`config.mk`:
```
export PLATFORM = sky130hd
export DESIGN_NAME = fdcws_core
export DESIGN_NICKNAME = d
export VERILOG_FILES = /design/src/verilog/fdcws_pkg.sv /design/src/verilog/fdcws_core.sv /design/src/verilog/fdcws_stepper.sv
export VERILOG_INCLUDE_DIRS = /design/src /design/src/verilog
export SDC_FILE = /design/constraint.sdc
export NUM_CORES = 1
export LEC_CHECK = 0
export BUFFER_PORTS_ARGS = -buffer_cell sky130_fd_sc_hd__buf_4
export CAP_MARGIN = 25
export CORE_UTILIZATION = 45
export CTS_CLUSTER_SIZE = 40
export DETAILED_ROUTE_END_ITERATION = 16
export PLACE_DENSITY_LB_ADDON = 0.08
export SYNTH_ARGS = -nofsm -noshare
export SYNTH_HDL_FRONTEND = slang
export SYNTH_SLANG_ARGS = --single-unit
```
`constraint.sdc`:
```
create_clock -name mclk -period 9.6 [get_ports mclk]
set_clock_uncertainty 0.15 [all_clocks]
set_input_delay 0.48 -clock mclk [delete_from_list [all_inputs] [get_ports mclk]]
set_output_delay 0.48 -clock mclk [all_outputs]
set_load 0.02 [all_outputs]
```
`src/verilog/fdcws_regs.svh`:
```
// Command codes, field positions, reset values and timing counts.
`ifndef FDCWS_REGS_SVH
`define FDCWS_REGS_SVH

// ****************************************************************
// Command bytes and decode masks
// ****************************************************************
`define FDCWS_OP_VERSION     8'h10
`define FDCWS_OP_WRITE       8'h05
`define FDCWS_OP_WRITE_DEL   8'h09
`define FDCWS_OP_FORMAT      8'h0d
`define FDCWS_OP_RECAL       8'h07
`define FDCWS_OP_SENSE       8'h08
`define FDCWS_OP_SPECIFY     8'h03
`define FDCWS_OP_SEEK        8'h0f
`define FDCWS_MASK_RW        8'h3f
`define FDCWS_MASK_FMT       8'hbf

// ****************************************************************
// Field positions
// ****************************************************************
`define FDCWS_BIT_MULTI      7
`define FDCWS_BIT_DD         6
`define FDCWS_BIT_HEAD       2
`define FDCWS_STAT_SEEK_END  5
`define FDCWS_STAT_EQUIP_CHK 4

// ****************************************************************
// Result values and reset values
// ****************************************************************
`define FDCWS_VERSION_RESULT 8'h90
`define FDCWS_STAT_INVALID   8'h80
`define FDCWS_ZERO_BYTE      8'h00
`define FDCWS_FMT_ID_BYTES   15'h0004
`define FDCWS_SECT_BASE      16'h0080
`define FDCWS_RESET_SPEC     16'h0000

// ****************************************************************
// Timing
// ****************************************************************
`define FDCWS_CLK_NS         100
`define FDCWS_STEP_UNIT_NS   1000000
`define FDCWS_STEP_PULSE_NS  1000
`define FDCWS_STEP_PULSE_CYC \
   ((`FDCWS_STEP_PULSE_NS + `FDCWS_CLK_NS - 1) / `FDCWS_CLK_NS)
`define FDCWS_RECAL_MAX      79

`endif

```
`src/verilog/fdcws_pkg.sv`:
```
// Types shared by the command sequencer, the drive model and the checks.
package fdcws_pkg;

   typedef enum logic [3:0] {
      CMD_NONE, CMD_VERSION, CMD_WRITE, CMD_WRITE_DEL, CMD_FORMAT,
      CMD_RECAL, CMD_SENSE, CMD_SPECIFY, CMD_SEEK
   } fdcws_cmd_t;

   typedef enum logic [2:0] {
      ST_IDLE, ST_PARAM, ST_GO, ST_EXEC, ST_SEEK, ST_RESULT
   } fdcws_state_t;

   typedef struct packed {
      logic [3:0] step_rate;
      logic [3:0] head_unload_time;
      logic [6:0] head_load_time;
      logic       no_dma_flag;
   } fdcws_spec_t;

   typedef struct packed {
      logic [1:0] drive_select;
      logic       head_side_select;
      logic       step;
      logic       dir;
      logic       wr_strobe;
      logic       deleted_mark;
      logic [7:0] wr_byte;
   } fdcws_drive_t;

endpackage

```
`src/verilog/fdcws_core.sv`:
```
// Command sequencer for write, format, seek and housekeeping commands.
`timescale 1ns/1ns
`include "fdcws_regs.svh"

// Function
// RULE1 - Version command answers one byte 0x90.
// RULE2 - Write data decoded, bytes forwarded to drive.
// RULE3 - Drive byte carries head and drive select.
// RULE4 - Write takes seven parameters after drive byte.
// RULE5 - Write results: three status bytes, then CHRN.
// RULE6 - Write deleted behaves as write, deleted mark.
// RULE7 - Format takes four parameters, returns seven bytes.
// RULE8 - Format takes four identifier bytes per sector.
// RULE9 - Recalibrate steps to track zero, then interrupts.
// RULE10 - Sense interrupt returns status zero and cylinder.
// RULE11 - Specify stores step, unload, load, no-DMA.
// RULE12 - Seek steps head to the new cylinder.
// RULE13 - Bytes pass singly; results drained before next.
// RULE14 - Sense interrupt clears the pending seek interrupt.
module fdcws_core #(
   parameter int STEP_UNIT_CYC = `FDCWS_STEP_UNIT_NS / `FDCWS_CLK_NS
) (
   input  wire logic                 mclk,
   input  wire logic                 nrst,
   input  wire logic                 ce,
   input  wire logic                 host_wr,
   input  wire logic [7:0]           host_wdata,
   input  wire logic                 host_rd,
   output logic [7:0]                host_rdata,
   output logic                      result_ready,
   output logic                      cmd_busy,
   output logic                      exec_data_req,
   output logic                      fdc_interrupt,
   output fdcws_pkg::fdcws_spec_t    spec_cfg,
   output fdcws_pkg::fdcws_drive_t   disk_drive,
   input  wire logic                 disk_track0
);

   // ****************************************************************
   // Parameter check and decode
   // ****************************************************************
   if (STEP_UNIT_CYC < 1) begin : g_bad_unit
      $error("STEP_UNIT_CYC must be at least one cycle.");
   end

   function automatic fdcws_pkg::fdcws_cmd_t decode(input logic [7:0] b);
      logic [7:0] rw;
      logic [7:0] fm;
      rw = b & `FDCWS_MASK_RW;
      fm = b & `FDCWS_MASK_FMT;
      if (b == `FDCWS_OP_VERSION)   return fdcws_pkg::CMD_VERSION;
      if (rw == `FDCWS_OP_WRITE)    return fdcws_pkg::CMD_WRITE;
      if (rw == `FDCWS_OP_WRITE_DEL) return fdcws_pkg::CMD_WRITE_DEL;
      if (fm == `FDCWS_OP_FORMAT)   return fdcws_pkg::CMD_FORMAT;
      if (b == `FDCWS_OP_RECAL)     return fdcws_pkg::CMD_RECAL;
      if (b == `FDCWS_OP_SENSE)     return fdcws_pkg::CMD_SENSE;
      if (b == `FDCWS_OP_SPECIFY)   return fdcws_pkg::CMD_SPECIFY;
      if (b == `FDCWS_OP_SEEK)      return fdcws_pkg::CMD_SEEK;
      return fdcws_pkg::CMD_NONE;
   endfunction

   function automatic logic [3:0] param_count(input fdcws_pkg::fdcws_cmd_t c);
      case (c)
         fdcws_pkg::CMD_WRITE,
         fdcws_pkg::CMD_WRITE_DEL: param_count = 4'd8; // RULE4
         fdcws_pkg::CMD_FORMAT:    param_count = 4'd5; // RULE7
         fdcws_pkg::CMD_RECAL:     param_count = 4'd1; // RULE9
         fdcws_pkg::CMD_SPECIFY:   param_count = 4'd2; // RULE11
         fdcws_pkg::CMD_SEEK:      param_count = 4'd2; // RULE12
         default:                  param_count = 4'd0;
      endcase
   endfunction

   // ****************************************************************
   // State
   // ****************************************************************
   fdcws_pkg::fdcws_state_t state;
   fdcws_pkg::fdcws_cmd_t   cmd;
   logic [7:0]  cmd_byte;
   logic [7:0]  prm [0:7];
   logic [3:0]  pcnt;
   logic [7:0]  res [0:6];
   logic [2:0]  nres;
   logic [2:0]  ridx;
   logic [7:0]  cyl_tab [0:3];
   logic [7:0]  cyl;
   logic        head;
   logic [7:0]  sec;
   logic [7:0]  scnt;
   logic [14:0] bcnt;
   logic [7:0]  status_seek;
   logic        step_start;
   logic        step_done;
   logic        step_fail;
   logic        step_pulse;
   logic        step_dir;
   logic [7:0]  step_cyl;

   // ****************************************************************
   // Continuous decode
   // ****************************************************************
   wire         is_fmt     = (cmd == fdcws_pkg::CMD_FORMAT);
   wire         multitrack = cmd_byte[`FDCWS_BIT_MULTI];
   wire [1:0]   ds         = prm[0][1:0]; // RULE3
   wire         head_sel   = prm[0][`FDCWS_BIT_HEAD]; // RULE3
   wire [2:0]   ncode      = (prm[4] > 8'h07) ? 3'h7 : prm[4][2:0];
   wire [14:0]  sect_bytes = (prm[4] == 8'h00) ? {7'h00, prm[7]}
                             : 15'(`FDCWS_SECT_BASE << ncode);
   wire [14:0]  unit_bytes = is_fmt ? `FDCWS_FMT_ID_BYTES : sect_bytes;
   wire         exec_take  = (state == fdcws_pkg::ST_EXEC) && host_wr;
   wire         unit_end   = exec_take && (bcnt == 15'h0001);
   wire         last_unit  = is_fmt ? (scnt <= 8'h01)
                             : (sec == prm[5] && (!multitrack || head));
   wire         rd_take    = result_ready && host_rd;
   wire [7:0]   status_now = {5'h00, head, ds};
   wire         seek_cmd   = (cmd == fdcws_pkg::CMD_SEEK);

   // ****************************************************************
   // Head stepper
   // ****************************************************************
   fdcws_stepper #(
      .STEP_UNIT_CYC (STEP_UNIT_CYC)
   ) u_stepper (
      .mclk      (mclk),
      .nrst      (nrst),
      .ce        (ce),
      .start     (step_start),
      .recal     (!seek_cmd),
      .target    (prm[1]),
      .cur       (cyl_tab[ds]),
      .step_rate (spec_cfg.step_rate),
      .track0    (disk_track0),
      .step      (step_pulse),
      .dir       (step_dir),
      .done      (step_done),
      .fail      (step_fail),
      .cyl_now   (step_cyl)
   );

   // ****************************************************************
   // Sequencer
   // ****************************************************************
   always_ff @(posedge mclk or negedge nrst) begin
      if (!nrst) begin
         state         <= fdcws_pkg::ST_IDLE;
         cmd           <= fdcws_pkg::CMD_NONE;
         cmd_byte      <= 8'h00;
         pcnt          <= 4'h0;
         nres          <= 3'h0;
         ridx          <= 3'h0;
         cyl           <= 8'h00;
         head          <= 1'b0;
         sec           <= 8'h00;
         scnt          <= 8'h00;
         bcnt          <= 15'h0000;
         status_seek   <= 8'h00;
         step_start    <= 1'b0;
         host_rdata    <= 8'h00;
         result_ready  <= 1'b0;
         cmd_busy      <= 1'b0;
         exec_data_req <= 1'b0;
         fdc_interrupt <= 1'b0;
         spec_cfg      <= `FDCWS_RESET_SPEC;
         disk_drive    <= '0;
         for (int i = 0; i < 8; i++) prm[i] <= 8'h00;
         for (int i = 0; i < 7; i++) res[i] <= 8'h00;
         for (int i = 0; i < 4; i++) cyl_tab[i] <= 8'h00;
      end else if (ce) begin
         step_start           <= 1'b0;
         disk_drive.wr_strobe <= 1'b0;
         disk_drive.step      <= step_pulse;
         disk_drive.dir       <= step_dir;
         host_rdata           <= res[ridx];
         result_ready         <= (state == fdcws_pkg::ST_RESULT) && !rd_take;
         cmd_busy             <= (state != fdcws_pkg::ST_IDLE);
         exec_data_req        <= (state == fdcws_pkg::ST_EXEC) && !unit_end;
         case (state)
            fdcws_pkg::ST_IDLE: begin
               if (host_wr) begin // RULE13
                  cmd      <= decode(host_wdata);
                  cmd_byte <= host_wdata;
                  pcnt     <= 4'h0;
                  if (decode(host_wdata) == fdcws_pkg::CMD_NONE)
                     state <= fdcws_pkg::ST_IDLE;
                  else if (param_count(decode(host_wdata)) == 4'h0)
                     state <= fdcws_pkg::ST_GO;
                  else
                     state <= fdcws_pkg::ST_PARAM;
               end
            end
            fdcws_pkg::ST_PARAM: begin
               if (host_wr) begin
                  prm[pcnt[2:0]] <= host_wdata;
                  pcnt           <= pcnt + 4'h1;
                  if (pcnt + 4'h1 == param_count(cmd))
                     state <= fdcws_pkg::ST_GO;
               end
            end
            fdcws_pkg::ST_GO: begin
               ridx  <= 3'h0;
               state <= fdcws_pkg::ST_RESULT;
               case (cmd)
                  fdcws_pkg::CMD_VERSION: begin
                     res[0] <= `FDCWS_VERSION_RESULT; // RULE1
                     nres   <= 3'h1;
                  end
                  fdcws_pkg::CMD_SENSE: begin
                     // Without a pending seek the answer is the invalid code.
                     res[0] <= fdc_interrupt ? status_seek
                               : `FDCWS_STAT_INVALID; // RULE10
                     res[1] <= cyl_tab[status_seek[1:0]]; // RULE10
                     nres   <= fdc_interrupt ? 3'h2 : 3'h1;
                     fdc_interrupt <= 1'b0; // RULE14
                  end
                  fdcws_pkg::CMD_SPECIFY: begin
                     spec_cfg <= {prm[0], prm[1]}; // RULE11
                     state    <= fdcws_pkg::ST_IDLE;
                  end
                  fdcws_pkg::CMD_SEEK,
                  fdcws_pkg::CMD_RECAL: begin
                     disk_drive.drive_select     <= ds;
                     disk_drive.head_side_select <= seek_cmd && head_sel;
                     step_start <= 1'b1; // RULE12
                     state      <= fdcws_pkg::ST_SEEK;
                  end
                  fdcws_pkg::CMD_WRITE,
                  fdcws_pkg::CMD_WRITE_DEL,
                  fdcws_pkg::CMD_FORMAT: begin
                     disk_drive.drive_select     <= ds;
                     disk_drive.head_side_select <= prm[0][`FDCWS_BIT_HEAD];
                     disk_drive.deleted_mark <=
                        (cmd == fdcws_pkg::CMD_WRITE_DEL); // RULE6
                     cyl   <= prm[1];
                     head  <= is_fmt ? prm[0][`FDCWS_BIT_HEAD] : prm[2][0];
                     sec   <= prm[3];
                     scnt  <= prm[2];
                     bcnt  <= unit_bytes;
                     state <= fdcws_pkg::ST_EXEC;
                  end
                  default: state <= fdcws_pkg::ST_IDLE;
               endcase
            end
            fdcws_pkg::ST_EXEC: begin
               if (exec_take) begin
                  disk_drive.wr_strobe <= 1'b1; // RULE2
                  disk_drive.wr_byte   <= host_wdata; // RULE8
                  bcnt                 <= bcnt - 15'h0001;
               end
               if (unit_end) begin
                  bcnt <= unit_bytes;
                  scnt <= scnt - 8'h01;
                  if (!is_fmt && sec == prm[5] && multitrack && !head) begin
                     head <= 1'b1;
                     sec  <= 8'h01;
                     disk_drive.head_side_select <= 1'b1;
                  end else if (!is_fmt) begin
                     sec <= sec + 8'h01;
                  end
                  if (last_unit) begin
                     res[0] <= status_now; // RULE5
                     res[1] <= `FDCWS_ZERO_BYTE;
                     res[2] <= `FDCWS_ZERO_BYTE;
                     // Format leaves the last four bytes undefined; zero here.
                     res[3] <= is_fmt ? `FDCWS_ZERO_BYTE
                               : multitrack ? cyl + 8'h01 : cyl; // RULE7
                     res[4] <= is_fmt ? `FDCWS_ZERO_BYTE : {7'h00, head};
                     res[5] <= is_fmt ? `FDCWS_ZERO_BYTE : 8'h01;
                     res[6] <= is_fmt ? `FDCWS_ZERO_BYTE : prm[4];
                     if (!is_fmt && !multitrack)
                        res[5] <= sec + 8'h01;
                     nres  <= 3'h7; // RULE5
                     ridx  <= 3'h0;
                     state <= fdcws_pkg::ST_RESULT;
                  end
               end
            end
            fdcws_pkg::ST_SEEK: begin
               if (step_done) begin
                  cyl_tab[ds]   <= step_cyl;
                  status_seek   <= {2'b00, 1'b1, step_fail, 1'b0,
                                    disk_drive.head_side_select, ds};
                  fdc_interrupt <= 1'b1; // RULE9
                  state         <= fdcws_pkg::ST_IDLE;
               end
            end
            fdcws_pkg::ST_RESULT: begin
               if (rd_take) begin // RULE13
                  ridx <= ridx + 3'h1;
                  if (ridx + 3'h1 == nres)
                     state <= fdcws_pkg::ST_IDLE;
               end
            end
            default: state <= fdcws_pkg::ST_IDLE;
         endcase
      end
   end

endmodule

```
`src/verilog/fdcws_stepper.sv`:
```
// Head stepper for seek and recalibrate.
`timescale 1ns/1ns
`include "fdcws_regs.svh"
module fdcws_stepper #(
   parameter int STEP_UNIT_CYC = 10000
) (
   input  wire logic       mclk,
   input  wire logic       nrst,
   input  wire logic       ce,
   input  wire logic       start,
   input  wire logic       recal,
   input  wire logic [7:0] target,
   input  wire logic [7:0] cur,
   input  wire logic [3:0] step_rate,
   input  wire logic       track0,
   output logic            step,
   output logic            dir,
   output logic            done,
   output logic            fail,
   output logic [7:0]      cyl_now
);

   localparam int TW = 32;

   logic          busy;
   logic          mode_recal;
   logic [7:0]    goal;
   logic [7:0]    nsteps;
   logic [TW-1:0] timer;

   // Slower rate codes give longer gaps; code 0 is the slowest.
   wire [TW-1:0] period = TW'((5'd16 - {1'b0, step_rate})
                              * STEP_UNIT_CYC);
   wire          at_goal = mode_recal ? track0 : (cyl_now == goal);
   wire          gave_up = mode_recal && (nsteps == 8'(`FDCWS_RECAL_MAX));

   always_ff @(posedge mclk or negedge nrst) begin
      if (!nrst) begin
         busy       <= 1'b0;
         mode_recal <= 1'b0;
         goal       <= 8'h00;
         nsteps     <= 8'h00;
         timer      <= '0;
         step       <= 1'b0;
         dir        <= 1'b0;
         done       <= 1'b0;
         fail       <= 1'b0;
         cyl_now    <= 8'h00;
      end else if (ce) begin
         done <= 1'b0;
         // The pulse keeps its fixed width; the step rate sets the gap.
         if (timer == period + TW'(1))
            step <= 1'b0;
         if (start) begin
            busy       <= 1'b1;
            mode_recal <= recal;
            goal       <= target;
            nsteps     <= 8'h00;
            cyl_now    <= cur;
            timer      <= '0;
            fail       <= 1'b0;
         end else if (busy) begin
            if (timer != '0) begin
               timer <= timer - 1'b1;
            end else if (at_goal || gave_up) begin
               busy <= 1'b0;
               done <= 1'b1;
               fail <= gave_up && !track0;
               if (mode_recal)
                  cyl_now <= 8'h00; // RULE9
            end else begin
               // Direction high means stepping inward.
               dir    <= !mode_recal && (goal > cyl_now); // RULE12
               step   <= 1'b1;
               timer  <= period + TW'(`FDCWS_STEP_PULSE_CYC);
               nsteps <= nsteps + 8'h01;
               if (mode_recal || goal < cyl_now)
                  cyl_now <= cyl_now - 8'h01;
               else
                  cyl_now <= cyl_now + 8'h01;
            end
         end
      end
   end

endmodule
```
# Word level (Yosys, flattened, before mapping)
# Cells that the tools add are included.
[op_classes]
addsub = 13
mul = 1
shift = 1
order_cmp = 10
n_div = 0
reduce_logical = 72
mux = 311
n_bitwise = 7
n_eq_ne = 53
[ops]
columns = ["op", "count"]
rows = [
  ["$mux W4", 78],
  ["$mux W8", 30],
  ["$mux W1", 151],
  ["$mux W32", 4],
  ["$mux W56", 2],
  ["$mux W15", 5],
  ["$bwmux W64", 1],
  ["$pmux W8 S2", 3],
  ["$mux W3", 14],
  ["$reduce_and A5 Y1", 7],
  ["$add A32 B1 Y32 const B", 1],
  ["$add A32 B4 Y32 const B", 1],
  ["$add A8 B1 Y8 const B", 4],
  ["$bmux W8 S2", 2],
  ["$bwmux W32", 1],
  ["$eq A32 B32 Y1", 1],
  ["$mul A32 B10 Y28 const B", 1],
  ["$pmux W16 S2", 1],
  ["$pmux W4 S4", 2],
  ["$reduce_and A4 Y1", 8],
  ["$reduce_bool A32 Y1", 1],
  ["$sub A32 B1 Y32 const B", 1],
  ["$pmux W15 S2", 1],
  ["$eq A4 B3 Y1 const B", 7],
  ["other kinds (62)", 141],
]
[word_totals]
latchBits = 0
word_cells = 525
output_inout_bits = 43
reg_bits = 320
input_bits = 14
mem_bits_ro = 0
ram_bits = 0
mem_count = 0

# Depth between registers and ports, before layout
# Gate-level depths: netlist of the first run.
[logic_depth]
word_depth = 150
ltp_mapped = 19

# Hierarchy
# Synthesis of the first run repeated with hierarchy kept, for this count alone.
[unflattened]
hier_cells = 1612
hier_area_um2 = 16419.5
[modules_own_cells]
columns = ["module", "seq_area_each_um2", "cells_per_inst", "instances", "area_per_inst_um2"]
rows = [
  ["fdcws_core", 5855.6, 1040, 1, 11517.3],
  ["fdcws_stepper", 1551.5, 572, 1, 4902.2],
]

# Worst setup path before layout of the first run
# No wires, ideal clock.
[synth_timing]
path_type = "register -> register"
start = "register spec_cfg[12] (netlist bit)"
end = "register u_stepper.step"
setup_slack_ns = 4.468
setup_time_ns = 0.137
t_arrival_ns = 4.845
stages_incl_launch_ff = 19
path_cell_list = "dfrtp_1 -> inv_1 -> ha_1 -> nor3b_1 -> ha_1 -> ha_1 -> fa_1 -> ha_1 -> ha_1 -> ha_1 -> clkbuf_1 -> a21o_1 -> a32oi_1 -> o311ai_0 -> nor4_1 -> nand4_1 -> or4_1 -> o41ai_1 -> o31ai_1"
[synth_between]
elab_chain_len = 9
[synth_lines]
columns = ["item", "line_no", "source"]
rows = [
  ["start: declaration", "fdcws_core.sv:34", "output fdcws_pkg::fdcws_spec_t spec_cfg,"],
  ["start signal: assignment", "fdcws_core.sv:163", "spec_cfg <= `FDCWS_RESET_SPEC;"],
  ["start signal: assignment", "fdcws_core.sv:216", "spec_cfg <= {prm[0], prm[1]};"],
  ["$sub A5 B4 Y6 (*)", "fdcws_stepper.sv:32", "wire [TW-1:0] period = TW'((5'd16 - {1'b0, step_rate})"],
  ["$mul A32 B10 Y28 (*)", "fdcws_stepper.sv:33", "* STEP_UNIT_CYC);"],
  ["$add A32 B1 Y32 (*)", "fdcws_stepper.sv:52", "if (timer == period + TW'(1))"],
  ["$eq A32 B32 Y1 (*)", "fdcws_stepper.sv:52", ""],
  ["$mux W1 (*)", "fdcws_stepper.sv:52", ""],
  ["$mux W1", "fdcws_stepper.sv:65", "end else if (at_goal || gave_up) begin"],
  ["$mux W1", "fdcws_stepper.sv:63", "if (timer != '0) begin"],
  ["$mux W1", "fdcws_stepper.sv:62", "end else if (busy) begin"],
  ["$mux W1 (*)", "fdcws_stepper.sv:54", "if (start) begin"],
  ["end signal: assignment", "fdcws_stepper.sv:44", "step <= 1'b0;"],
  ["end signal: assignment", "fdcws_stepper.sv:53", "step <= 1'b0;"],
  ["end signal: assignment", "fdcws_stepper.sv:74", "step <= 1'b1;"],
  ["end: declaration", "fdcws_stepper.sv:16", "output logic step,"],
]
# Every way passes the cells marked *; elsewhere a longest branch is shown, timed or not.
# A chain may end at the register's enable or synchronous reset.

# Worst setup path after layout of the first run
# Ends and elaborated chain as after synthesis.

==> impl_metrics.ini, run 1 <==
[layout]
area_growth_pct = 12.0
drive_above_1_share = 0.168
fill_cells = 3309
n_antenna_cell = 0
design_area_mm2 = 0.0182
nNetsFinal = 1750

[placed_design]
portBuffers = 56
placed_cell_area_mm2 = 0.0170
place_hpwl_um = 30200
place_congestion = 0.889

[drt]
initialDrtViolationCount = 978
wl_per_cell_um = 20.2
post_drt_via_cell_ratio = 5.90
vias = 12700
ant_nets = 0
first_pass_iters = 5
routed_wirelength_um = 43700
drcViolationCount = 0

[floorplan]
row_count = 69
die-area_mm2 = 0.0368
coreArea_mm2 = 0.0356
die_w_um = 192
die_h_um = 192
initial_utilization = 0.456
ios = 57

[worst_setup_path]
critPathMaxFanout = 13
r2r_setup_slack_ns = 3.83
criticalPathCategory = reg -> reg
cp_data_arrival_time_ns = 5.99
required_ns = 9.81
end_kind = flop
cp-start-kind = flop

[min_path]
worstHoldPathType = in -> reg

[sta]
period_share = 0.601
drv_slew = 0
worst_slew_margin_rel = 0.384
rsz0062_at_grt = false
hold_violations = 0
fmax_mhz = 173
fin_tns_setup_ns = 0
finalSetupViolCount = 0
worstMarginPinSlew_ns = 0.919
period_needed_ns = 5.77

[clock_network]
htreeDepth = 2
cts_resized = 0
cts.sinks = 296
postCtsSetupBuffers = 0
clock_latency_ns = 0.51
clock_tree.root_cell = clkbuf_16
cts_buffer_depth = 3
clk_pin_slew_ns = 0.06
cts_hold_buf = 1
cts_buffers = 36
cts_tree = done

[synth]
synth_fa_ha_area_frac = 0.0476
syn_nets = 1733
synth_cells = 1659
synth_edf_count = 0
yosys_register_bits = 296
synth_cell_types = 75
yosysWarningCount = 0
syn_area_mm2 = 0.0162
synth-main-ff-cell = dfrtp_1
ys_seq_area_frac = 0.456
synth_top_family_by_area = simple AND/OR/NAND/NOR gates
synth-xor-area-share = 0.0394
synth-async-reset-ratio = 1.00
syn_avg_cell_area_um2 = 9.78
synthMuxAreaShare = 0.118
yosys.area_share.simple = 0.168
synth_compound_area_frac = 0.140

[power_and_ir_drop]
p_leak_uw = 0.00819
cellPowerDensity_mw_per_mm2 = 227
peakVddDrop_v = 0.000124
p_comb_frac = 0.257
power_frac_seq = 0.422
swShare = 0.344
power_switching_uw = 1420
clockPowerShare = 0.321
p_int_uw = 2710

[global_routing]
grt_pass1_wl_um = 69200
antenna_found_initial = 1
grt_overflow = 0
grt_usage = 0.241
grt_max_degree = 159
grt_pass1_vias = 12100

[outcome]
status = finished, final reports clean

[flow_run]
maxCapViolCount = 0
final cells by class:
type | instances | area (µm²) | area share
flip-flops and latches | 296 | 7410 | 0.407
repair buffers | 72 | 591 | 0.0325
clock buffers | 51 | 1010 | 0.0555
multi-input cells | 1235 | 8350 | 0.459
clock inverters | 7 | 116 | 0.00640
well taps | 461 | 577 | 0.0317
inverters | 35 | 131 | 0.00723
metal layers:
| metal | global-route usage | share of wire |
|---|---|---|
| met1 | 0.361 | 0.49 |
| met2 | 0.366 | 0.44 |
| met3 | 0.0311 | 0.046 |
| met4 | 0.0611 | 0.021 |
| met5 | 0 | 0 |
worst paths after layout:
path	startpoint	endpoint	cells after the start
setup / recovery	spec_cfg[12]	u_stepper.step	17
hold / removal	disk_track0	u_stepper.fail	4
setup reg to reg	spec_cfg[12]	u_stepper.step	17
hold reg to reg	res[24]	res[24]	2
max in group asynchronous	nrst	scnt[3]	3
min in group asynchronous	nrst	disk_drive[11]	2
Yosys cell counts, drive strengths merged (17+ instances only):
master  number  area (µm²)
dfrtp      296        7410
nand2      178         671
nor2       144         548
o21ai      140         701
mux2       128        1440
a21oi      106         531
clkbuf      76         285
nor3        60         300
ha          57         713
nand3       44         220
xnor2       43         377
inv         34         128
xor2        30         263
nand4       21         131
nor4        18         113
buf         17        87.6
critical path: stages, from the launching register on:
cell and delay (ns):
dfrtp_1 0.50, inv_1 0.15, ha_1 0.19, nor3b_1 0.63, ha_1 0.36, ha_1 0.20, fa_1 0.47, ha_1 0.30
ha_1 0.29, ha_1 0.52, o21a_1 0.19, nor2_1 0.05, a21oi_1 0.26, nor3_1 0.08, or3_1 0.36, or4_1 0.48
o41ai_1 0.30, o31ai_1 0.14
cells in the final DEF (no fill, tap or decap), types with 12 or more instances in the layout:
master	instances
nor2b_1	16
a22oi_1	13
dfrtp_1	296
nor4_1	17
a221oi_1	12
or3_1	12
clkbuf_16	37
mux4_2	16
nand2_1	177
buf_4	67
inv_1	34
xor2_1	30
mux2_2	128
nand3_1	44
a31oi_1	15
nor3_1	59
nand4_1	21
ha_1	57
a21oi_1	106
nor2_1	142
o21ai_0	139
and3_1	15
xnor2_1	43
kinds of logic (layout without fill, tap and decap cells):
| group | after synthesis | after routing |
|---|---|---|
| and+or+nand+nor | 572 | 572 |
| AOI/OAI and AO/OA | 375 | 375 |
| muxes | 155 | 155 |
| buffers and inverters | 128 | 165 |
| adders and majority gates | 60 | 60 |
| xor gates and xnor gates | 73 | 73 |
| DFF | 296 | 296 |
registers in the layout, indices dropped and copies added (netlist names), 8 cells and up:
register	flops
prm	53
res	39
cyl_tab	32
u_stepper.timer	32
spec_cfg	16
bcnt	15
disk_drive	15
cyl	8
host_rdata	8
scnt	8
sec	8
u_stepper.cyl_now	8
u_stepper.goal	8
u_stepper.nsteps	8
power groups by stage:
stage          clock network (µW)  logic (µW)  registers (µW)
3_3_place_gp                    0        1040            1760
5_1_grt                      1410        1180            1780
3_5_place_dp                    0        1050            1760
6_report                     1320        1060            1740
2_1_floorplan                   0         781            1660
4_1_cts                      1360        1060            1740
through the flow:
step	hold WS (ns)	instances	util	total power, µW	setup slack (ns)
global route	0.115	2157	0.511	4370	3.41
CTS	0.0985	2155	0.510	4150	3.82
global placement	0.305	2094	0.478	2800	4.06
floorplan	0.0344	1659	-	2440	4.47
detailed placement	0.311	2096	0.478	2810	3.83
finish	0.105	2157	0.511	4130	3.83
Power figures use the tool's default switching activity.
==> run 2: changes to the inputs <==
Settings changed: ABC_AREA set to 1.
Clock period 9.6 ns to 5.7 ns, I/O delays scaled along.
==> run 2 against run 1 <==
  * Critical endpoint unchanged
  * Largest power group unchanged
  * Highest routed layer unchanged
  * Synthesized cell count is 27% higher
  * Non-clock buffer count grew 2
  * Sequential power grew 59%
  * Global-route usage grew 0.78 points
  * Total power increased by 71%
  * Sequential share of layout area is 0.85 points lower
  * Design area up 2.1%
==> impl_metrics.ini, run 2 <==
[synth]
syn_area_mm2 = 0.0165
synth_most_common_cell = nand2_1
synth_fa_ha_area_frac = 0.0470
syn_nets = 2183
synth_compound_area_frac = 0.161
yosysTopAreaCellShare = 0.450
ys_seq_area_frac = 0.450
synthMuxAreaShare = 0.000684
synth_cells = 2109
synth-async-reset-ratio = 1.00
yosys_register_bits = 296
synth-xor-area-share = 0.0351
synth_edf_count = 0
synth_cell_types = 56
yosys-top-cells-area = dfrtp_1 45%, nand2_1 12%, o21ai_0 8.1%
synth_top_family_by_area = simple AND/OR/NAND/NOR gates
syn_avg_cell_area_um2 = 7.81
synth-main-ff-cell = dfrtp_1
yosys.area_share.simple = 0.233
synth.top_cells.by_count = 520 x nand2_1, 296 x dfrtp_1, 266 x o21ai_0, 218 x inv_1, 179 x nor2_1
yosys.area.top_type = dfrtp_1
yosysWarningCount = 0

[worst_setup_path]
required_ns = 5.96
end_kind = flop
critPathMaxFanout = 9
criticalPathCategory = reg -> reg
path_cells = inv_1 > ha_1 > nand2_1 > nor2_1 > ha_1 > ha_1 > fa_1 > ha_1 > ha_1 > ha_1 > nand2_1 > nor2_1 > nand2_1 > nand2_1 > nand2_1 > nand2_1 > nor2_1 > nor2_1 > nand3_1 > nor2_1 > nand4_1 > nand2_1 > nand2_1
cp-start-kind = flop
crit_top_cell = nand2_1
crit_slowest_cell = dfrtp_1
slowest_delay_ns = 0.51
cp_data_arrival_time_ns = 4.80

[layout]
final_cell_mix = 520 x nand2_1, 296 x dfrtp_1, 266 x o21ai_0
area_growth_pct = 12.8
reg_top3 = prm (53), res (39)
drive_above_1_share = 0.0834
largest_reg_flops = 53
design_area_mm2 = 0.0186
top_register = prm
n_antenna_cell = 0
fill_cells = 3468
nNetsFinal = 2233
layout_commonest_cell = nand2_1
fin_util = 0.519

[floorplan]
die-area_mm2 = 0.0373
initial_utilization = 0.461
ios = 57
row_count = 69
die_h_um = 193
die_w_um = 193
coreArea_mm2 = 0.0357

[sta]
fmax_mhz = 220
finalSetupViolCount = 0
drv_slew = 0
hold_violations = 0
worst_slew_margin_rel = 0.320
fin_tns_setup_ns = 0
rsz0062_at_grt = false
whs_ns = 0.0401
period_share = 0.797
period_needed_ns = 4.54
worstMarginPinSlew_ns = 1.02
fin_ws_ns = 1.16

[placed_design]
portBuffers = 56
place_hpwl_um = 32600
post-place-ws_ns = 1.18
place_congestion = 0.909
placed_cell_area_mm2 = 0.0173

[global_routing]
grt_pass1_wl_um = 74700
grt_overflow = 0
grt_max_degree = 151
antenna_found_initial = 0
grt_usage = 0.249
grt_pass1_vias = 13600

[clock_network]
cts_tree = done
clk_pin_slew_ns = 0.06
clock_tree.root_cell = clkbuf_16
cts.sinks = 296
htreeDepth = 2
cts_buffers = 36
clock_latency_ns = 0.53
cts_buffer_depth = 3

[drt]
first_pass_iters = 8
wl_per_cell_um = 17.3
post_drt_via_cell_ratio = 5.42
drcViolationCount = 0
vias = 14300
ant_nets = 0
initialDrtViolationCount = 1056
routed_wirelength_um = 45700

[power_and_ir_drop]
p_leak_uw = 0.00902
p_comb_frac = 0.280
swShare = 0.367
power_frac_seq = 0.390
clockPowerShare = 0.329
peakVddDrop_v = 0.000324
power_switching_uw = 2590
cellPowerDensity_mw_per_mm2 = 381
p_int_uw = 4470

[flow_run]
maxCapViolCount = 0

[min_path]
worstHoldPathType = in -> reg

[outcome]
status = finished, final reports clean
[run 2: cell count changes after synthesis, moves of 16 or more]
cell and change:
xor2_1 +23, mux4_2 -16, nand2_1 +343, nand3_1 +53, nor3_1 -27, o21ai_1 +24
mux2_2 -127, xnor2_1 -30, nor2_1 +36, clkbuf_1 -39, nor2b_1 -16, o21ai_0 +127
inv_1 +184
[run 2: worst paths after layout]
path,startpoint,to,slack [ns],depth (start not counted)
setup reg to reg,spec_cfg[12],u_stepper.step,1.16,23
min in group asynchronous,nrst,u_stepper.cyl_now[3],0.21,2
hold reg to reg,disk_drive[10],disk_drive[10],0.32,2
hold / removal,host_wdata[2],cmd[3],0.04,5
setup / recovery,spec_cfg[12],u_stepper.step,1.16,23
max in group asynchronous,nrst,u_stepper.timer[24],3.84,3
[run 2: critical path: cells and delay by family (launching register included)]
family	cells	cell delay, ns
buffers and inverters	1	0.16
and+or+nand+nor	15	1.46
DFF	1	0.51
adders and majority gates	7	2.11
[run 2: power groups by stage]
stage / registers [µW] / clock network, µW / logic [µW]
after floorplan: 2700 / 0 / 1420
after global placement: 2780 / 0 / 1940
after detailed placement: 2780 / 0 / 1960
after CTS: 2750 / 2380 / 1980
after global routing: 2800 / 2450 / 2250
final: 2760 / 2330 / 1980
[run 2: cell type report]
| type | count | area [µm²] | area share |
|---|---|---|---|
| well taps | 461 | 577 | 0.0311 |
| flip-flops and latches | 296 | 7410 | 0.399 |
| multi-input cells | 1513 | 7850 | 0.423 |
| clock buffers | 50 | 1040 | 0.0558 |
| clock inverters | 12 | 155 | 0.00836 |
| repair buffers | 74 | 638 | 0.0344 |
| inverters | 238 | 898 | 0.0484 |
[run 2: cells by family (layout without fill, tap and decap cells)]
kind of cell             after synthesis  in the layout
AO/OA/AOI/OAI                        486            486
XOR/XNOR                              66             66
adder cells (fa/ha/maj)               60             60
buffers and inverters                300            374
flip-flops                           296            296
multiplexers                           1              1
AND/OR/NAND/NOR                      900            900
[run 2: repair_timing]
| action | 4_1_cts | 5_1_grt |
|---|---|---|
| hold buffers | 6 | 0 |
| buffers inserted | 0 | 0 |
| gates resized for setup | 0 | 0 |
| endpoints found under the hold margin | 115 | 0 |
[run 2: layer usage]
metal	routed length, µm	global-route usage	vias to the layer above	share of wire
li1	-	-	7055	-
met5	0	0	-	0
met4	977	0.0652	0	0.021
met3	2890	0.0384	75	0.063
met1	20900	0.350	6756	0.46
met2	20900	0.400	437	0.46
[run 2: metrics by stage]
| stage | power, µW | std cells |
|---|---|---|
| CTS | 7110 | 2643 |
| finish | 7060 | 2644 |
| floorplan | 4120 | 2109 |
| global placement | 4720 | 2572 |
| detailed placement | 4750 | 2575 |
| global route | 7500 | 2644 |
